## config.mk

```make
export PLATFORM = sky130hd
export DESIGN_NAME = pmc_performance_monitor
export DESIGN_NICKNAME = d
export VERILOG_FILES = /design/src/design/pmc_pkg.sv /design/src/design/pmc_performance_monitor.sv
export SDC_FILE = /design/constraint.sdc
export NUM_CORES = 2
export LEC_CHECK = 0
export BUFFER_PORTS_ARGS = -buffer_cell sky130_fd_sc_hd__buf_2
export CAP_MARGIN = 10
export CORE_MARGIN = 3
export CORE_UTILIZATION = 55
export DETAILED_ROUTE_END_ITERATION = 10
export PLACE_DENSITY = 0.72
export SLEW_MARGIN = 20
export SYNTH_ARGS = -nofsm -noshare
export SYNTH_HDL_FRONTEND = slang
export SYNTH_HIERARCHICAL = 1
export SYNTH_SLANG_ARGS = --single-unit
export TNS_END_PERCENT = 1
```

## constraint.sdc

```tcl
create_clock -name aclk -period 3.15 [get_ports aclk]
set_input_delay 0.4725 -clock aclk [delete_from_list [all_inputs] [get_ports aclk]]
set_output_delay 0.4725 -clock aclk [all_outputs]
set_load 0.05 [all_outputs]
```

## src/design/pmc_pkg.sv

```systemverilog
package pmc_pkg;

	// Clock and the automatic transfer interval
	localparam int CLOCK_PERIOD_NS = 20;
	localparam int TRANSFER_PERIOD_NS = 1000000000;
	localparam int TRANSFER_PERIOD_CYCLES = TRANSFER_PERIOD_NS / CLOCK_PERIOD_NS;

	localparam int LINK_COUNT = 4;
	localparam int ADDR_WIDTH = 14;

	// Register indexes; the byte address is four times the index
	localparam logic [11:0] ACCESS_SELECT_INDEX = 12'h00e;
	localparam logic [11:0] ACCESS_READ_DATA_INDEX = 12'h00f;
	localparam logic [7:0] UPDATE_CONTROL_INDEX = 8'hc2;
	localparam logic [7:0] OVERFLOW_ENABLE_LOW_INDEX = 8'hc3;
	localparam logic [7:0] OVERFLOW_ENABLE_HIGH_INDEX = 8'hc4;
	localparam logic [7:0] OVERFLOW_FLAGS_LOW_INDEX = 8'hc5;
	localparam logic [7:0] OVERFLOW_FLAGS_HIGH_INDEX = 8'hc6;

	// Field positions
	localparam int MANUAL_TRANSFER_TRIGGER_BIT = 0;
	localparam int AUTO_TRANSFER_ENABLE_BIT = 1;
	localparam int SELECT_INDEX_LSB = 0;
	localparam int SELECT_LINK_LSB = 4;
	localparam int CHECKSUM_OVERFLOW_BIT = 0;
	localparam int FRAMING_BIT_OVERFLOW_BIT = 1;
	localparam int ALIGNMENT_CHANGE_OVERFLOW_BIT = 2;
	localparam int SYNC_LOSS_OVERFLOW_BIT = 3;
	localparam int PATTERN_ERROR_OVERFLOW_BIT = 4;
	localparam int DDS_OVERFLOW_BIT = 5;
	localparam int LINE_CODE_OVERFLOW_BIT = 0;

	// Implemented bits of each register
	localparam logic [7:0] UPDATE_CONTROL_MASK = 8'h03;
	localparam logic [7:0] ACCESS_SELECT_MASK = 8'h3f;
	localparam logic [7:0] LOW_GROUP_MASK = 8'h3f;
	localparam logic [7:0] HIGH_GROUP_MASK = 8'h01;

	// Values after reset
	localparam logic [7:0] UPDATE_CONTROL_RESET = 8'h00;
	localparam logic [7:0] ACCESS_SELECT_RESET = 8'h00;
	localparam logic [7:0] OVERFLOW_ENABLE_RESET = 8'h00;
	localparam logic [7:0] OVERFLOW_FLAGS_RESET = 8'h00;

	// Indirect holding register indexes
	localparam logic [3:0] HOLD_CHECKSUM_LOW = 4'h0;
	localparam logic [3:0] HOLD_CHECKSUM_HIGH = 4'h1;
	localparam logic [3:0] HOLD_FRAMING_LOW = 4'h2;
	localparam logic [3:0] HOLD_FRAMING_HIGH = 4'h3;
	localparam logic [3:0] HOLD_ALIGNMENT = 4'h4;
	localparam logic [3:0] HOLD_SYNC_LOSS = 4'h5;
	localparam logic [3:0] HOLD_PATTERN_LOW = 4'h6;
	localparam logic [3:0] HOLD_PATTERN_HIGH = 4'h7;
	localparam logic [3:0] HOLD_LINE_CODE_LOW = 4'h8;
	localparam logic [3:0] HOLD_LINE_CODE_HIGH = 4'h9;
	localparam logic [3:0] HOLD_DDS_LOW = 4'ha;
	localparam logic [3:0] HOLD_DDS_HIGH = 4'hb;

	// Counter widths
	localparam int LINE_CODE_WIDTH = 16;
	localparam int FRAMING_WIDTH = 12;
	localparam int CHECKSUM_WIDTH = 10;
	localparam int ALIGNMENT_WIDTH = 3;
	localparam int SYNC_LOSS_WIDTH = 5;
	localparam int PATTERN_WIDTH = 16;
	localparam int DDS_WIDTH = 10;

	localparam logic [1:0] RESP_OKAY = 2'h0;
	localparam logic [1:0] RESP_SLVERR = 2'h2;

	typedef enum logic [1:0] {
		superframe_format,
		extended_superframe_format,
		digital_data_framing_format,
		subscriber_carrier_framing_format
	} pmc_format_type;

	// One-cycle event pulses from the framer and line decoder of one link
	typedef struct packed {
		logic line_code_error;
		logic framing_bit_error;
		logic checksum_error;
		logic alignment_change;
		logic sync_loss;
		logic pattern_bit_error;
		logic dds_pattern_error;
	} pmc_events_type;

endpackage

```

## src/design/pmc_performance_monitor.sv

```systemverilog
// Design decision made here: the AXI4-Lite slave port.
`timescale 1ns/1ps
`default_nettype none

module pmc_event_counter #(
	parameter int WIDTH = 16
) (
	input wire logic aclk,
	input wire logic aresetn,
	input wire logic count_event,
	input wire logic transfer,
	output logic [WIDTH-1:0] held,
	output logic overflow
);
	logic [WIDTH-1:0] count;
	always_ff @(posedge aclk)
	begin
		if (!aresetn)
			count <= '0;
		else if (transfer)
			count <= WIDTH'(count_event);
		else if (count_event)
			count <= count + WIDTH'(1);
	end
	always_ff @(posedge aclk)
	begin
		if (!aresetn)
			held <= '0;
		else if (transfer)
			held <= count;
	end
	// A wrap during a transfer cycle cannot happen: the event lands in the new interval
	always_ff @(posedge aclk)
	begin
		if (!aresetn)
			overflow <= 1'b0;
		else
			overflow <= count_event && !transfer && (&count);
	end
endmodule // pmc_event_counter
module pmc_performance_monitor
	import pmc_pkg::*;
#(
	parameter int SECOND_CYCLES = TRANSFER_PERIOD_CYCLES
) (
	// Clock and reset
	input wire logic aclk,
	input wire logic aresetn,
	// Framer side, one entry per link
	input wire pmc_events_type link_events [LINK_COUNT],
	input wire pmc_format_type framing_format [LINK_COUNT],
	input wire logic [LINK_COUNT-1:0] j1_mode,
	// AXI4-Lite write
	input wire logic [ADDR_WIDTH-1:0] s_axi_awaddr,
	input wire logic s_axi_awvalid,
	output logic s_axi_awready,
	input wire logic [31:0] s_axi_wdata,
	input wire logic [3:0] s_axi_wstrb,
	input wire logic s_axi_wvalid,
	output logic s_axi_wready,
	output logic [1:0] s_axi_bresp,
	output logic s_axi_bvalid,
	input wire logic s_axi_bready,
	// AXI4-Lite read
	input wire logic [ADDR_WIDTH-1:0] s_axi_araddr,
	input wire logic s_axi_arvalid,
	output logic s_axi_arready,
	output logic [31:0] s_axi_rdata,
	output logic [1:0] s_axi_rresp,
	output logic s_axi_rvalid,
	input wire logic s_axi_rready,
	// Interrupt
	output logic irq
);
	logic [7:0] update_control [LINK_COUNT];
	logic [7:0] enable_low [LINK_COUNT], enable_high [LINK_COUNT];
	logic [7:0] flags_low [LINK_COUNT], flags_high [LINK_COUNT];
	logic [7:0] access_select;
	logic [LINK_COUNT-1:0] trigger_prev, transfer;
	logic [31:0] second_count;
	logic second_tick;
	logic [LINE_CODE_WIDTH-1:0] held_line_code [LINK_COUNT];
	logic [FRAMING_WIDTH-1:0] held_framing [LINK_COUNT];
	logic [CHECKSUM_WIDTH-1:0] held_checksum [LINK_COUNT];
	logic [ALIGNMENT_WIDTH-1:0] held_alignment [LINK_COUNT];
	logic [SYNC_LOSS_WIDTH-1:0] held_sync_loss [LINK_COUNT];
	logic [PATTERN_WIDTH-1:0] held_pattern [LINK_COUNT];
	logic [DDS_WIDTH-1:0] held_dds [LINK_COUNT];
	logic [7:0] overflow_low [LINK_COUNT], overflow_high [LINK_COUNT];
	logic [ADDR_WIDTH-1:0] aw_addr;
	logic [31:0] w_data;
	logic [3:0] w_strb;
	logic aw_full, w_full, do_write, next_rd_ok;
	logic [11:0] wr_index, rd_index;
	logic [7:0] holding_read_value, next_rdata;

	// One shared second strobe for all links
	always_ff @(posedge aclk)
	begin
		if (!aresetn)
		begin
			second_count <= '0;
			second_tick <= 1'b0;
		end
		else if (second_count >= 32'(SECOND_CYCLES - 1))
		begin
			second_count <= '0;
			second_tick <= 1'b1;
		end
		else
		begin
			second_count <= second_count + 32'h1;
			second_tick <= 1'b0;
		end
	end

	genvar l;
	generate
		for (l = 0; l < LINK_COUNT; l++)
		begin : g_link
			logic is_esf;
			logic is_dm_t1;
			logic manual_edge;
			assign manual_edge = update_control[l][MANUAL_TRANSFER_TRIGGER_BIT]
				&& !trigger_prev[l];
			assign transfer[l] = manual_edge
				|| (update_control[l][AUTO_TRANSFER_ENABLE_BIT] && second_tick);
			assign is_esf = framing_format[l] == extended_superframe_format;
			// Digital-data framing is a T1-only format; in J1 it yields no DDS counts
			assign is_dm_t1 = framing_format[l] == digital_data_framing_format
				&& !j1_mode[l];
			pmc_event_counter #(.WIDTH(LINE_CODE_WIDTH)) u_line_code (
				.aclk(aclk), .aresetn(aresetn), .transfer(transfer[l]),
				.count_event(link_events[l].line_code_error),
				.held(held_line_code[l]), .overflow(overflow_high[l][LINE_CODE_OVERFLOW_BIT]));
			pmc_event_counter #(.WIDTH(FRAMING_WIDTH)) u_framing (
				.aclk(aclk), .aresetn(aresetn), .transfer(transfer[l]),
				.count_event(link_events[l].framing_bit_error),
				.held(held_framing[l]), .overflow(overflow_low[l][FRAMING_BIT_OVERFLOW_BIT]));
			pmc_event_counter #(.WIDTH(CHECKSUM_WIDTH)) u_checksum (
				.aclk(aclk), .aresetn(aresetn), .transfer(transfer[l]),
				.count_event(link_events[l].checksum_error && is_esf),
				.held(held_checksum[l]), .overflow(overflow_low[l][CHECKSUM_OVERFLOW_BIT]));
			pmc_event_counter #(.WIDTH(ALIGNMENT_WIDTH)) u_alignment (
				.aclk(aclk), .aresetn(aresetn), .transfer(transfer[l]),
				.count_event(link_events[l].alignment_change),
				.held(held_alignment[l]),
				.overflow(overflow_low[l][ALIGNMENT_CHANGE_OVERFLOW_BIT]));
			pmc_event_counter #(.WIDTH(SYNC_LOSS_WIDTH)) u_sync_loss (
				.aclk(aclk), .aresetn(aresetn), .transfer(transfer[l]),
				.count_event(link_events[l].sync_loss),
				.held(held_sync_loss[l]), .overflow(overflow_low[l][SYNC_LOSS_OVERFLOW_BIT]));
			pmc_event_counter #(.WIDTH(PATTERN_WIDTH)) u_pattern (
				.aclk(aclk), .aresetn(aresetn), .transfer(transfer[l]),
				.count_event(link_events[l].pattern_bit_error),
				.held(held_pattern[l]), .overflow(overflow_low[l][PATTERN_ERROR_OVERFLOW_BIT]));
			pmc_event_counter #(.WIDTH(DDS_WIDTH)) u_dds (
				.aclk(aclk), .aresetn(aresetn), .transfer(transfer[l]),
				.count_event(link_events[l].dds_pattern_error && is_dm_t1),
				.held(held_dds[l]), .overflow(overflow_low[l][DDS_OVERFLOW_BIT]));
			assign overflow_low[l][7:6] = 2'h0;
			assign overflow_high[l][7:1] = 7'h00;
		end
	endgenerate

	// Write channel: address and data are taken in either order
	assign do_write = aw_full && w_full && !s_axi_bvalid;
	assign wr_index = aw_addr[13:2];
	always_ff @(posedge aclk)
	begin
		if (!aresetn)
		begin
			aw_full <= 1'b0;
			s_axi_awready <= 1'b1;
			aw_addr <= '0;
		end
		else if (s_axi_awvalid && s_axi_awready)
		begin
			aw_full <= 1'b1;
			s_axi_awready <= 1'b0;
			aw_addr <= s_axi_awaddr;
		end
		else if (s_axi_bvalid && s_axi_bready)
		begin
			aw_full <= 1'b0;
			s_axi_awready <= 1'b1;
		end
	end

	always_ff @(posedge aclk)
	begin
		if (!aresetn)
		begin
			w_full <= 1'b0;
			s_axi_wready <= 1'b1;
			w_data <= '0;
			w_strb <= '0;
		end
		else if (s_axi_wvalid && s_axi_wready)
		begin
			w_full <= 1'b1;
			s_axi_wready <= 1'b0;
			w_data <= s_axi_wdata;
			w_strb <= s_axi_wstrb;
		end
		else if (s_axi_bvalid && s_axi_bready)
		begin
			w_full <= 1'b0;
			s_axi_wready <= 1'b1;
		end
	end

	always_ff @(posedge aclk)
	begin
		if (!aresetn)
		begin
			s_axi_bvalid <= 1'b0;
			s_axi_bresp <= RESP_OKAY;
		end
		else if (do_write)
		begin
			s_axi_bvalid <= 1'b1;
			if (wr_index == ACCESS_SELECT_INDEX || wr_index == ACCESS_READ_DATA_INDEX
				|| (wr_index[11:10] == 2'h0 && wr_index[7:0] >= UPDATE_CONTROL_INDEX
				&& wr_index[7:0] <= OVERFLOW_FLAGS_HIGH_INDEX))
				s_axi_bresp <= RESP_OKAY;
			else
				s_axi_bresp <= RESP_SLVERR;
		end
		else if (s_axi_bready)
			s_axi_bvalid <= 1'b0;
	end

	always_ff @(posedge aclk)
	begin
		if (!aresetn)
			access_select <= ACCESS_SELECT_RESET;
		else if (do_write && w_strb[0] && wr_index == ACCESS_SELECT_INDEX)
			access_select <= w_data[7:0] & ACCESS_SELECT_MASK;
	end

	// Per-link registers; the link number sits in index bits 9:8
	always_ff @(posedge aclk)
	begin
		for (int i = 0; i < LINK_COUNT; i++)
		begin
			if (!aresetn)
			begin
				update_control[i] <= UPDATE_CONTROL_RESET;
				enable_low[i] <= OVERFLOW_ENABLE_RESET;
				enable_high[i] <= OVERFLOW_ENABLE_RESET;
				trigger_prev[i] <= 1'b0;
			end
			else
			begin
				trigger_prev[i] <= update_control[i][MANUAL_TRANSFER_TRIGGER_BIT];
				if (do_write && w_strb[0] && wr_index[11:10] == 2'h0
					&& wr_index[9:8] == 2'(i))
				begin
					if (wr_index[7:0] == UPDATE_CONTROL_INDEX)
						update_control[i] <= w_data[7:0] & UPDATE_CONTROL_MASK;
					if (wr_index[7:0] == OVERFLOW_ENABLE_LOW_INDEX)
						enable_low[i] <= w_data[7:0] & LOW_GROUP_MASK;
					if (wr_index[7:0] == OVERFLOW_ENABLE_HIGH_INDEX)
						enable_high[i] <= w_data[7:0] & HIGH_GROUP_MASK;
				end
			end
		end
	end

	// Sticky flags, write one to clear; a new overflow beats a clear in the same cycle
	always_ff @(posedge aclk)
	begin
		for (int i = 0; i < LINK_COUNT; i++)
		begin
			if (!aresetn)
			begin
				flags_low[i] <= OVERFLOW_FLAGS_RESET;
				flags_high[i] <= OVERFLOW_FLAGS_RESET;
			end
			else
			begin
				logic hit;
				hit = do_write && w_strb[0] && wr_index[11:10] == 2'h0
					&& wr_index[9:8] == 2'(i);
				flags_low[i] <= (flags_low[i] & ~((hit
					&& wr_index[7:0] == OVERFLOW_FLAGS_LOW_INDEX) ? w_data[7:0] : 8'h00))
					| overflow_low[i];
				flags_high[i] <= (flags_high[i] & ~((hit
					&& wr_index[7:0] == OVERFLOW_FLAGS_HIGH_INDEX) ? w_data[7:0] : 8'h00))
					| overflow_high[i];
			end
		end
	end

	always_ff @(posedge aclk)
	begin
		if (!aresetn)
			irq <= 1'b0;
		else
		begin
			logic any;
			any = 1'b0;
			for (int i = 0; i < LINK_COUNT; i++)
				any = any || |(flags_low[i] & enable_low[i])
					|| |(flags_high[i] & enable_high[i]);
			irq <= any;
		end
	end

	// Indirect holding register chosen by the select register
	always_comb
	begin
		logic [1:0] sl;
		sl = access_select[SELECT_LINK_LSB +: 2];
		unique case (access_select[SELECT_INDEX_LSB +: 4])
			HOLD_CHECKSUM_LOW: holding_read_value = held_checksum[sl][7:0];
			HOLD_CHECKSUM_HIGH: holding_read_value = {6'h00, held_checksum[sl][9:8]};
			HOLD_FRAMING_LOW: holding_read_value = held_framing[sl][7:0];
			HOLD_FRAMING_HIGH: holding_read_value = {4'h0, held_framing[sl][11:8]};
			HOLD_ALIGNMENT: holding_read_value = {5'h00, held_alignment[sl]};
			HOLD_SYNC_LOSS: holding_read_value = {3'h0, held_sync_loss[sl]};
			HOLD_PATTERN_LOW: holding_read_value = held_pattern[sl][7:0];
			HOLD_PATTERN_HIGH: holding_read_value = held_pattern[sl][15:8];
			HOLD_LINE_CODE_LOW: holding_read_value = held_line_code[sl][7:0];
			HOLD_LINE_CODE_HIGH: holding_read_value = held_line_code[sl][15:8];
			HOLD_DDS_LOW: holding_read_value = held_dds[sl][7:0];
			HOLD_DDS_HIGH: holding_read_value = {6'h00, held_dds[sl][9:8]};
			default: holding_read_value = 8'h00;
		endcase
	end

	assign rd_index = s_axi_araddr[13:2];
	always_comb
	begin
		logic [1:0] rl;
		rl = rd_index[9:8];
		next_rd_ok = 1'b1;
		next_rdata = 8'h00;
		if (rd_index == ACCESS_SELECT_INDEX)
			next_rdata = access_select;
		else if (rd_index == ACCESS_READ_DATA_INDEX)
			next_rdata = holding_read_value;
		else if (rd_index[11:10] == 2'h0 && rd_index[7:0] == UPDATE_CONTROL_INDEX)
			next_rdata = update_control[rl];
		else if (rd_index[11:10] == 2'h0 && rd_index[7:0] == OVERFLOW_ENABLE_LOW_INDEX)
			next_rdata = enable_low[rl];
		else if (rd_index[11:10] == 2'h0 && rd_index[7:0] == OVERFLOW_ENABLE_HIGH_INDEX)
			next_rdata = enable_high[rl];
		else if (rd_index[11:10] == 2'h0 && rd_index[7:0] == OVERFLOW_FLAGS_LOW_INDEX)
			next_rdata = flags_low[rl];
		else if (rd_index[11:10] == 2'h0 && rd_index[7:0] == OVERFLOW_FLAGS_HIGH_INDEX)
			next_rdata = flags_high[rl];
		else
			next_rd_ok = 1'b0;
	end

	always_ff @(posedge aclk)
	begin
		if (!aresetn)
		begin
			s_axi_arready <= 1'b1;
			s_axi_rvalid <= 1'b0;
			s_axi_rdata <= '0;
			s_axi_rresp <= RESP_OKAY;
		end
		else if (s_axi_arvalid && s_axi_arready)
		begin
			s_axi_arready <= 1'b0;
			s_axi_rvalid <= 1'b1;
			s_axi_rdata <= {24'h000000, next_rdata};
			s_axi_rresp <= next_rd_ok ? RESP_OKAY : RESP_SLVERR;
		end
		else if (s_axi_rvalid && s_axi_rready)
		begin
			s_axi_rvalid <= 1'b0;
			s_axi_arready <= 1'b1;
		end
	end
endmodule // pmc_performance_monitor

`default_nettype wire

```

Word level (Yosys, flattened, before mapping) --
Memory sizes are Yosys's and may differ from the RTL's. Index checks and enable logic that the tools add are counted.
Word-level totals: register bits after elaboration 690, bits in latches 0, RAM bits 100, bits in read-only memories 0, input bits 111, output and inout bits 42, word-level logic and storage cells 642, memories kept 5
Cells by class: add/subtract/negate cells 29, multipliers 0, div/mod/pow operators 0, $lt $le $gt $ge 4, equality and inequality tests 36, shift-type cells 0, mux-type cells 176, bitwise logic cells 54, reduce and logical (&&, ||, !) cells 208
Memories:
- flags_high | depth 4, width 8, rd ports 5, clocked after Yosys merged registers in 0, wr ports 4, RTL line pmc_performance_monitor.sv:77 | logic [7:0] flags_low [LINK_COUNT], flags_high [LINK_COUNT];
- flags_low | depth 4, width 8, rd ports 5, clocked after Yosys merged registers in 0, wr ports 4, RTL line pmc_performance_monitor.sv:77
- enable_low | depth 4, width 6, rd ports 5, clocked after Yosys merged registers in 0, wr ports 4, RTL line pmc_performance_monitor.sv:76 | logic [7:0] enable_low [LINK_COUNT], enable_high [LINK_COUNT];
- update_control | depth 4, width 2, rd ports 5, clocked after Yosys merged registers in 0, wr ports 4, RTL line pmc_performance_monitor.sv:75 | logic [7:0] update_control [LINK_COUNT];
- enable_high | depth 4, width 1, rd ports 5, clocked after Yosys merged registers in 0, wr ports 4, RTL line pmc_performance_monitor.sv:76
Operator list (number):
- $mux W8 | 23
- $add A16 B1 Y16 const B | 8
- $and A8 B8 Y8 | 16
- $reduce_and A16 Y1 | 8
- $mux W1 | 121
- $logic_and A1 B1 Y1 | 105
- $pmux W8 S12 | 1
- $add A10 B1 Y10 const B | 8
- $eq A8 B8 Y1 const B | 10
- $reduce_and A10 Y1 | 8
- $bmux W16 S2 | 2
- $mux W16 | 4
- $not A8 Y8 | 8
- $reduce_bool A2 Y1 | 32
- $reduce_or A8 Y1 | 8
- $add A12 B1 Y12 const B | 4
- $eq A12 B4 Y1 const B | 4
- $reduce_and A12 Y1 | 4
- $bmux W10 S2 | 2
- $mux W10 | 4
- $add A32 B1 Y32 const B | 1
- $ge A32 B26 Y1 const B | 1
- $or A8 B1 Y8 | 4
- $or A8 B6 Y8 | 4
- other kinds (29) | 117

Logic depth before layout (Yosys ltp) --
word-level depth 11, depth in mapped cells 9, mapped depth without buffers 6

Modules after synthesis --
The synthesis kept the hierarchy.
Modules (own cells, without submodules):
- pmc_event_counter (g_link[0].u_line_code ...) | instances 8, cells an instance 138, area each 1370.1 um2, sequential area each 660.6 um2
- pmc_performance_monitor | instances 1, cells an instance 1031, area each 10646.5 um2, sequential area each 3993.8 um2
- pmc_event_counter (g_link[0].u_checksum ...) | instances 8, cells an instance 87, area each 862.1 um2, sequential area each 420.4 um2
- pmc_event_counter (g_link[0].u_framing ...) | instances 4, cells an instance 104, area each 1028.5 um2, sequential area each 500.5 um2
- pmc_event_counter (g_link[0].u_sync_loss ...) | instances 4, cells an instance 42, area each 456.7 um2, sequential area each 220.2 um2
- pmc_event_counter (g_link[0].u_alignment ...) | instances 4, cells an instance 27, area each 300.3 um2, sequential area each 140.1 um2

Worst setup path before layout --
Ideal clock, no wire load.
path kind reg2reg, from reg s_axi_bvalid, to mem enable_low[0][0] (netlist bit) (enable), setup time 377 ps, arrival time 1974 ps, required time 2773 ps, setup slack 799 ps, cell stages (with the launch flop) 6, buffers on the path 1, period minus slack after synthesis 2351 ps, path through dfxtp_1 nand3b_1 nor3_2 nand3_1 buf_2 o21ai_0
RTL lines:
- start: declaration | RTL line pmc_performance_monitor.sv:62 | output logic s_axi_bvalid,
- start signal: assignment | RTL line pmc_performance_monitor.sv:217 | s_axi_bvalid <= 1'b0;
- start signal: assignment | RTL line pmc_performance_monitor.sv:222 | s_axi_bvalid <= 1'b1;
- start signal: assignment | RTL line pmc_performance_monitor.sv:231 | s_axi_bvalid <= 1'b0;
- end: declaration | RTL line pmc_performance_monitor.sv:76

Worst setup path in the final report --
from reg access_select[4], to reg s_axi_rdata[7]
On the way: word-level cells in the longest chain between the ends 7, elaborated cells on any way between the ends 19, those cells by class mux: 18; bitwise: 1
Ends and longest elaborated chain:
- start: declaration | RTL line pmc_performance_monitor.sv:78 | logic [7:0] access_select;
- start signal: assignment | RTL line pmc_performance_monitor.sv:239 | access_select <= w_data[7:0] & ACCESS_SELECT_MASK;
- $not A2 Y3 (not written as such) (*)
- $bmux W10 S2 (tied with other cells) | RTL line pmc_performance_monitor.sv:327 | HOLD_DDS_LOW: holding_read_value = held_dds[sl][7:0];
- $mux W10 (tied with other cells) (2 in a row)
- $pmux W8 S12 (*) | RTL line pmc_performance_monitor.sv:316 | unique case (access_select[SELECT_INDEX_LSB +: 4])
- $mux W8 (*) | RTL line pmc_performance_monitor.sv:342 | else if (rd_index == ACCESS_READ_DATA_INDEX)
- $mux W8 (*) | RTL line pmc_performance_monitor.sv:340 | if (rd_index == ACCESS_SELECT_INDEX)
- end signal: assignment | RTL line pmc_performance_monitor.sv:371 | s_axi_rdata <= {24'h000000, next_rdata};
- end: declaration | RTL line pmc_performance_monitor.sv:68 | output logic [31:0] s_axi_rdata,
Every way passes the cells marked *; elsewhere a longest branch is shown, timed or not. The select of a mux whose other input is x is not followed. A chain may end at the register's enable or synchronous reset.

==> results.txt <==
- Ys flop type: sky130_fd_sc_hd__dfxtp_1
- The number of antenna violations at the first check in global routing was 7.
- List of cells traversed by the critical path: buf_12, mux4_2, mux2_2, a211oi_1, o22ai_1
- Placement-stage cell area: 0.0369 mm^2
* Arrival time of data at the critical path endpoint: 3.09 ns
- The smallest clock period supported by the final layout is computed as 2.63 ns.
- Routability-driven placement congestion ratio: 0.943
* Area of the die: 0.0679 mm^2
- Count of yosys warnings during synthesis: 6
- Result of the run: completed
- Worst-case headroom to the max-slew limit: between 30% and 40%
* Core Rows: 92
- TritonCTS built the clock tree.
* Critical path launch point: access_select[4]
* Synthesized instance count: ~3500
- In the global route stage, overall resource usage came out at between 20% and 30%.
- In the final layout, the multi-input gates occupy ~0.018 mm^2.
* Clock skew after layout: approximately 0.021 ns
* I/O pin count: 153
- Number of global-route vias before repair: approximately 25000
* Number of buffers created by CTS: between 80 and 90
- The final layout contains routed wiring with a total length of between 80000 and 90000 um.
* # port buffers: 95
- In this run, synthesis inferred 35 flip-flops with an integrated enable.
* Layout cells sized above 1: 13.0%
- Post-Route Setup TNS: 0 ns
* Wire length of the first global-routing pass: 137000 um
- R2r startpoint: access_select[4]
- The worst-case IR drop observed on VDD is 0.000397 V.
- Total setup buffers inserted after CTS: 0
* Total of max-cap violations: 0
- Final hold violation count: 0
- Cell type of the slowest stage on the worst timing path: sky130_fd_sc_hd__mux4_2
- Slew at the pin closest to its max-slew limit: 0.950 ns
* CP Launch Type: flip-flop
- In this run the most critical hold path is launched from s_axi_wdata[3].
- CTS Hold Bufs: 0
- Unrepaired setup endpoints after global routing: no
- After legalization and detailed placement, the total HPWL measured ~61000 um.
- Leak Pwr: ~14 nW
- The path class of the tightest hold or removal check is in2reg.
- Finished layout cell area: roughly 0.04 mm^2
- Mean area per synthesized cell: 10.1 um^2
* CP bufs+invs: 1
- In the final routed layout, each cell accounts on average for 19.0 um.
- Number of clock sinks: 786
- Global routing finished with a remaining overflow of 0.
* Count of cell types in the netlist: 82
- Die Y-Extent: 261 um
- Kind of cell adding the most delay to the critical path: multiplexers
* Finished Core Util: 62.3%
- Timing would allow up to between 300 and 400 MHz.
- After the last flow step, the layout net total stands at 3746.
- Number of remaining DRC errors: 0
* Register bit total from synthesis: 786
- For the worst-skew pair, the clock arrives at the later sink with an insertion delay of 0.63 ns.
- Deepest level of the CTS H-tree: 3
- In this run, the number of DRC markers left after iteration 0 of detailed routing was 2310.
- Register area share after synthesis: between 40 and 50%
- Worst Setup End Kind: flip-flop
- Area of all sequential standard cells: 0.0161 mm^2
- Dividing the final minimum period by the clock period gives 83.4%.
* Clock slew seen by the registers of the worst setup and hold paths: 0.06 ns
- Bufs on Longest Clock Path: 3
- Filler cell count: 5218
* Average vias per placed instance: ~5.7
* Critical-path maximum fanout: 31
* Worst slack on hold paths: 0.100 ns
- Placed instance count: 4360
- In the synthesized netlist the async set-or-reset flop fraction comes to 0%.
- The final number of max-transition violations came to 0.
- The pre-antenna-repair detailed-routing pass consisted of 8 iterations.
* Initial Util: a little under three fifths
* Routed vias: around 26000
- Dividing total power by cell area gives a power density of 532 mW/mm^2.
* Antenna Nets Post-Route: 0
- For the worst setup path, the data required time is 3.61 ns.
* Area added between synthesis and finish: 11.1%
- Number of cells upsized or downsized after cts: 0
* Core area: 0.0635 mm^2
- Largest stage delay on the critical path: between 0.5 and 0.6 ns
* Critical path class: reg2reg
* Largest net degree at the start of global routing: 91
* Clock root cell: sky130_fd_sc_hd__clkbuf_16
- Die width: 261 um
- The mapped netlist covers 0.0356 mm^2.
* Setup-failing EPs final: 0
- The finished layout holds 4511 standard cells, fillers aside.
## final timing paths
check | to | slack (ns) | cells after the start
setup / recovery | s_axi_rdata[7] | 0.52 | 5
hold / removal | w_data[3] | 0.10 | 3
setup reg to reg | s_axi_rdata[7] | 0.52 | 5
hold reg to reg | flags_high[3][1] | 0.43 | 2
## layout make-up
| class | count | area share [%] |
|---|---|---|
| multi-input combinational | 2505 | 46.5 |
| tap | 846 | 2.67 |
| timing repair buffer | 163 | 2.80 |
| antenna | 2 | 0.0126 |
| inverter | 60 | 0.569 |
| sequential | 786 | 40.6 |
| clock inverter | 29 | 0.822 |
| clock buffer | 120 | 6.03 |
## per-layer routing
layer | vias to the layer above | routed length (um) | track usage (%)
met5 | - | 36 | 0
met4 | 6 | 2360 | 7.71
met3 | 142 | 4660 | 4.06
met2 | 622 | 39000 | 39.8
met1 | 12500 | 39700 | 35.8
li1 | 12600 | - | -
## synthesized netlist by cell type, types with 9 or more instances
cell                       instances  area [um^2]
sky130_fd_sc_hd__nand2_1         248          931
sky130_fd_sc_hd__dfxtp_1         751        15000
sky130_fd_sc_hd__and3_1           13         81.3
sky130_fd_sc_hd__nand2b_1         54          338
sky130_fd_sc_hd__o21a_1           29          218
sky130_fd_sc_hd__buf_2            50          250
sky130_fd_sc_hd__mux2_2            9          101
sky130_fd_sc_hd__a21boi_0         14          105
sky130_fd_sc_hd__nor4_1           65          407
sky130_fd_sc_hd__xor2_1           99          867
sky130_fd_sc_hd__edfxtp_1         35         1050
sky130_fd_sc_hd__a21boi_1         28          210
sky130_fd_sc_hd__clkbuf_1         94          353
sky130_fd_sc_hd__or3_1            57          357
sky130_fd_sc_hd__nor2_1          257          965
sky130_fd_sc_hd__o21ai_0          68          340
sky130_fd_sc_hd__xnor2_1          86          753
sky130_fd_sc_hd__nand4_2          17          213
sky130_fd_sc_hd__or4_1            38          285
sky130_fd_sc_hd__mux4_2           96         2160
sky130_fd_sc_hd__nand3_1          73          365
sky130_fd_sc_hd__ha_1             37          463
sky130_fd_sc_hd__o31ai_1          26          195
sky130_fd_sc_hd__inv_1            58          218
sky130_fd_sc_hd__mux2i_1         346         3460
sky130_fd_sc_hd__a22oi_1          21          158
sky130_fd_sc_hd__a21oi_1         139          696
sky130_fd_sc_hd__nand4_1          97          607
sky130_fd_sc_hd__nor3_1           38          190
sky130_fd_sc_hd__buf_6            14          158
sky130_fd_sc_hd__and2_1           50          313
sky130_fd_sc_hd__buf_4            41          308
sky130_fd_sc_hd__nor2b_1         329         2060
## kinds of logic after synthesis
| group | share of synthesized area (%) |
|---|---|
| AO/OA/AOI/OAI | 6.71 |
| XOR/XNOR | 4.55 |
| AND/OR/NAND/NOR | 22.5 |
| adder cells (fa/ha/maj) | 1.30 |
| other | 0.0105 |
| flip-flops | 45.1 |
| buffers and inverters | 3.72 |
| multiplexers | 16.1 |
## placed cells by master, fill, tap and decap left out, types with 94 or more instances in the layout
master                    Yosys  routed
sky130_fd_sc_hd__nand2_1    248     248
sky130_fd_sc_hd__nor2_1     257     257
sky130_fd_sc_hd__dfxtp_1    751     749
sky130_fd_sc_hd__mux2i_1    346     346
sky130_fd_sc_hd__nor2b_1    329     329
sky130_fd_sc_hd__buf_2       50      94
sky130_fd_sc_hd__a21oi_1    139     139
sky130_fd_sc_hd__mux4_2      96      96
sky130_fd_sc_hd__nand4_1     97      97
sky130_fd_sc_hd__xor2_1      99      99
## power breakdown
part	internal, mW	switching (mW)
sequential	10.1	0.146
combinational	0.416	0.654
clock	5.76	3.96
total	16.3	4.76
## worst register-to-register path, delay by kind of cell (launching register included)
family / cells / cell delay (ns)
AO/OA/AOI/OAI: 2 / 0.74
buffers and inverters: 1 / 0.31
multiplexers: 2 / 0.95
flip-flops: 1 / 0.47
## stage by stage
stage | worst slack [ns] | power, mW
floorplan | 0.799 | 11.2
global placement | 0.571 | 11.5
detailed placement | 0.589 | 11.5
CTS | 0.576 | 21.2
global route | 0.411 | 21.7
finish | 0.524 | 21.0
## registers in the layout, indices dropped and copies added (netlist names), 12 cells and up
signal and flops:
g_link.u_line_code/count 64, g_link.u_line_code/held 64, g_link.u_pattern/count 64, g_link.u_pattern/held 64, g_link.u_framing/count 48, g_link.u_framing/held 48
g_link.u_checksum/count 40, g_link.u_checksum/held 40, g_link.u_dds/count 40, g_link.u_dds/held 40, flags_high 32, flags_low 32
second_count 32, enable_low 24, g_link.u_sync_loss/count 20, g_link.u_sync_loss/held 20, aw_addr 12, g_link.u_alignment/count 12
g_link.u_alignment/held 12
No activity file was read; power rests on OpenSTA's default activity.
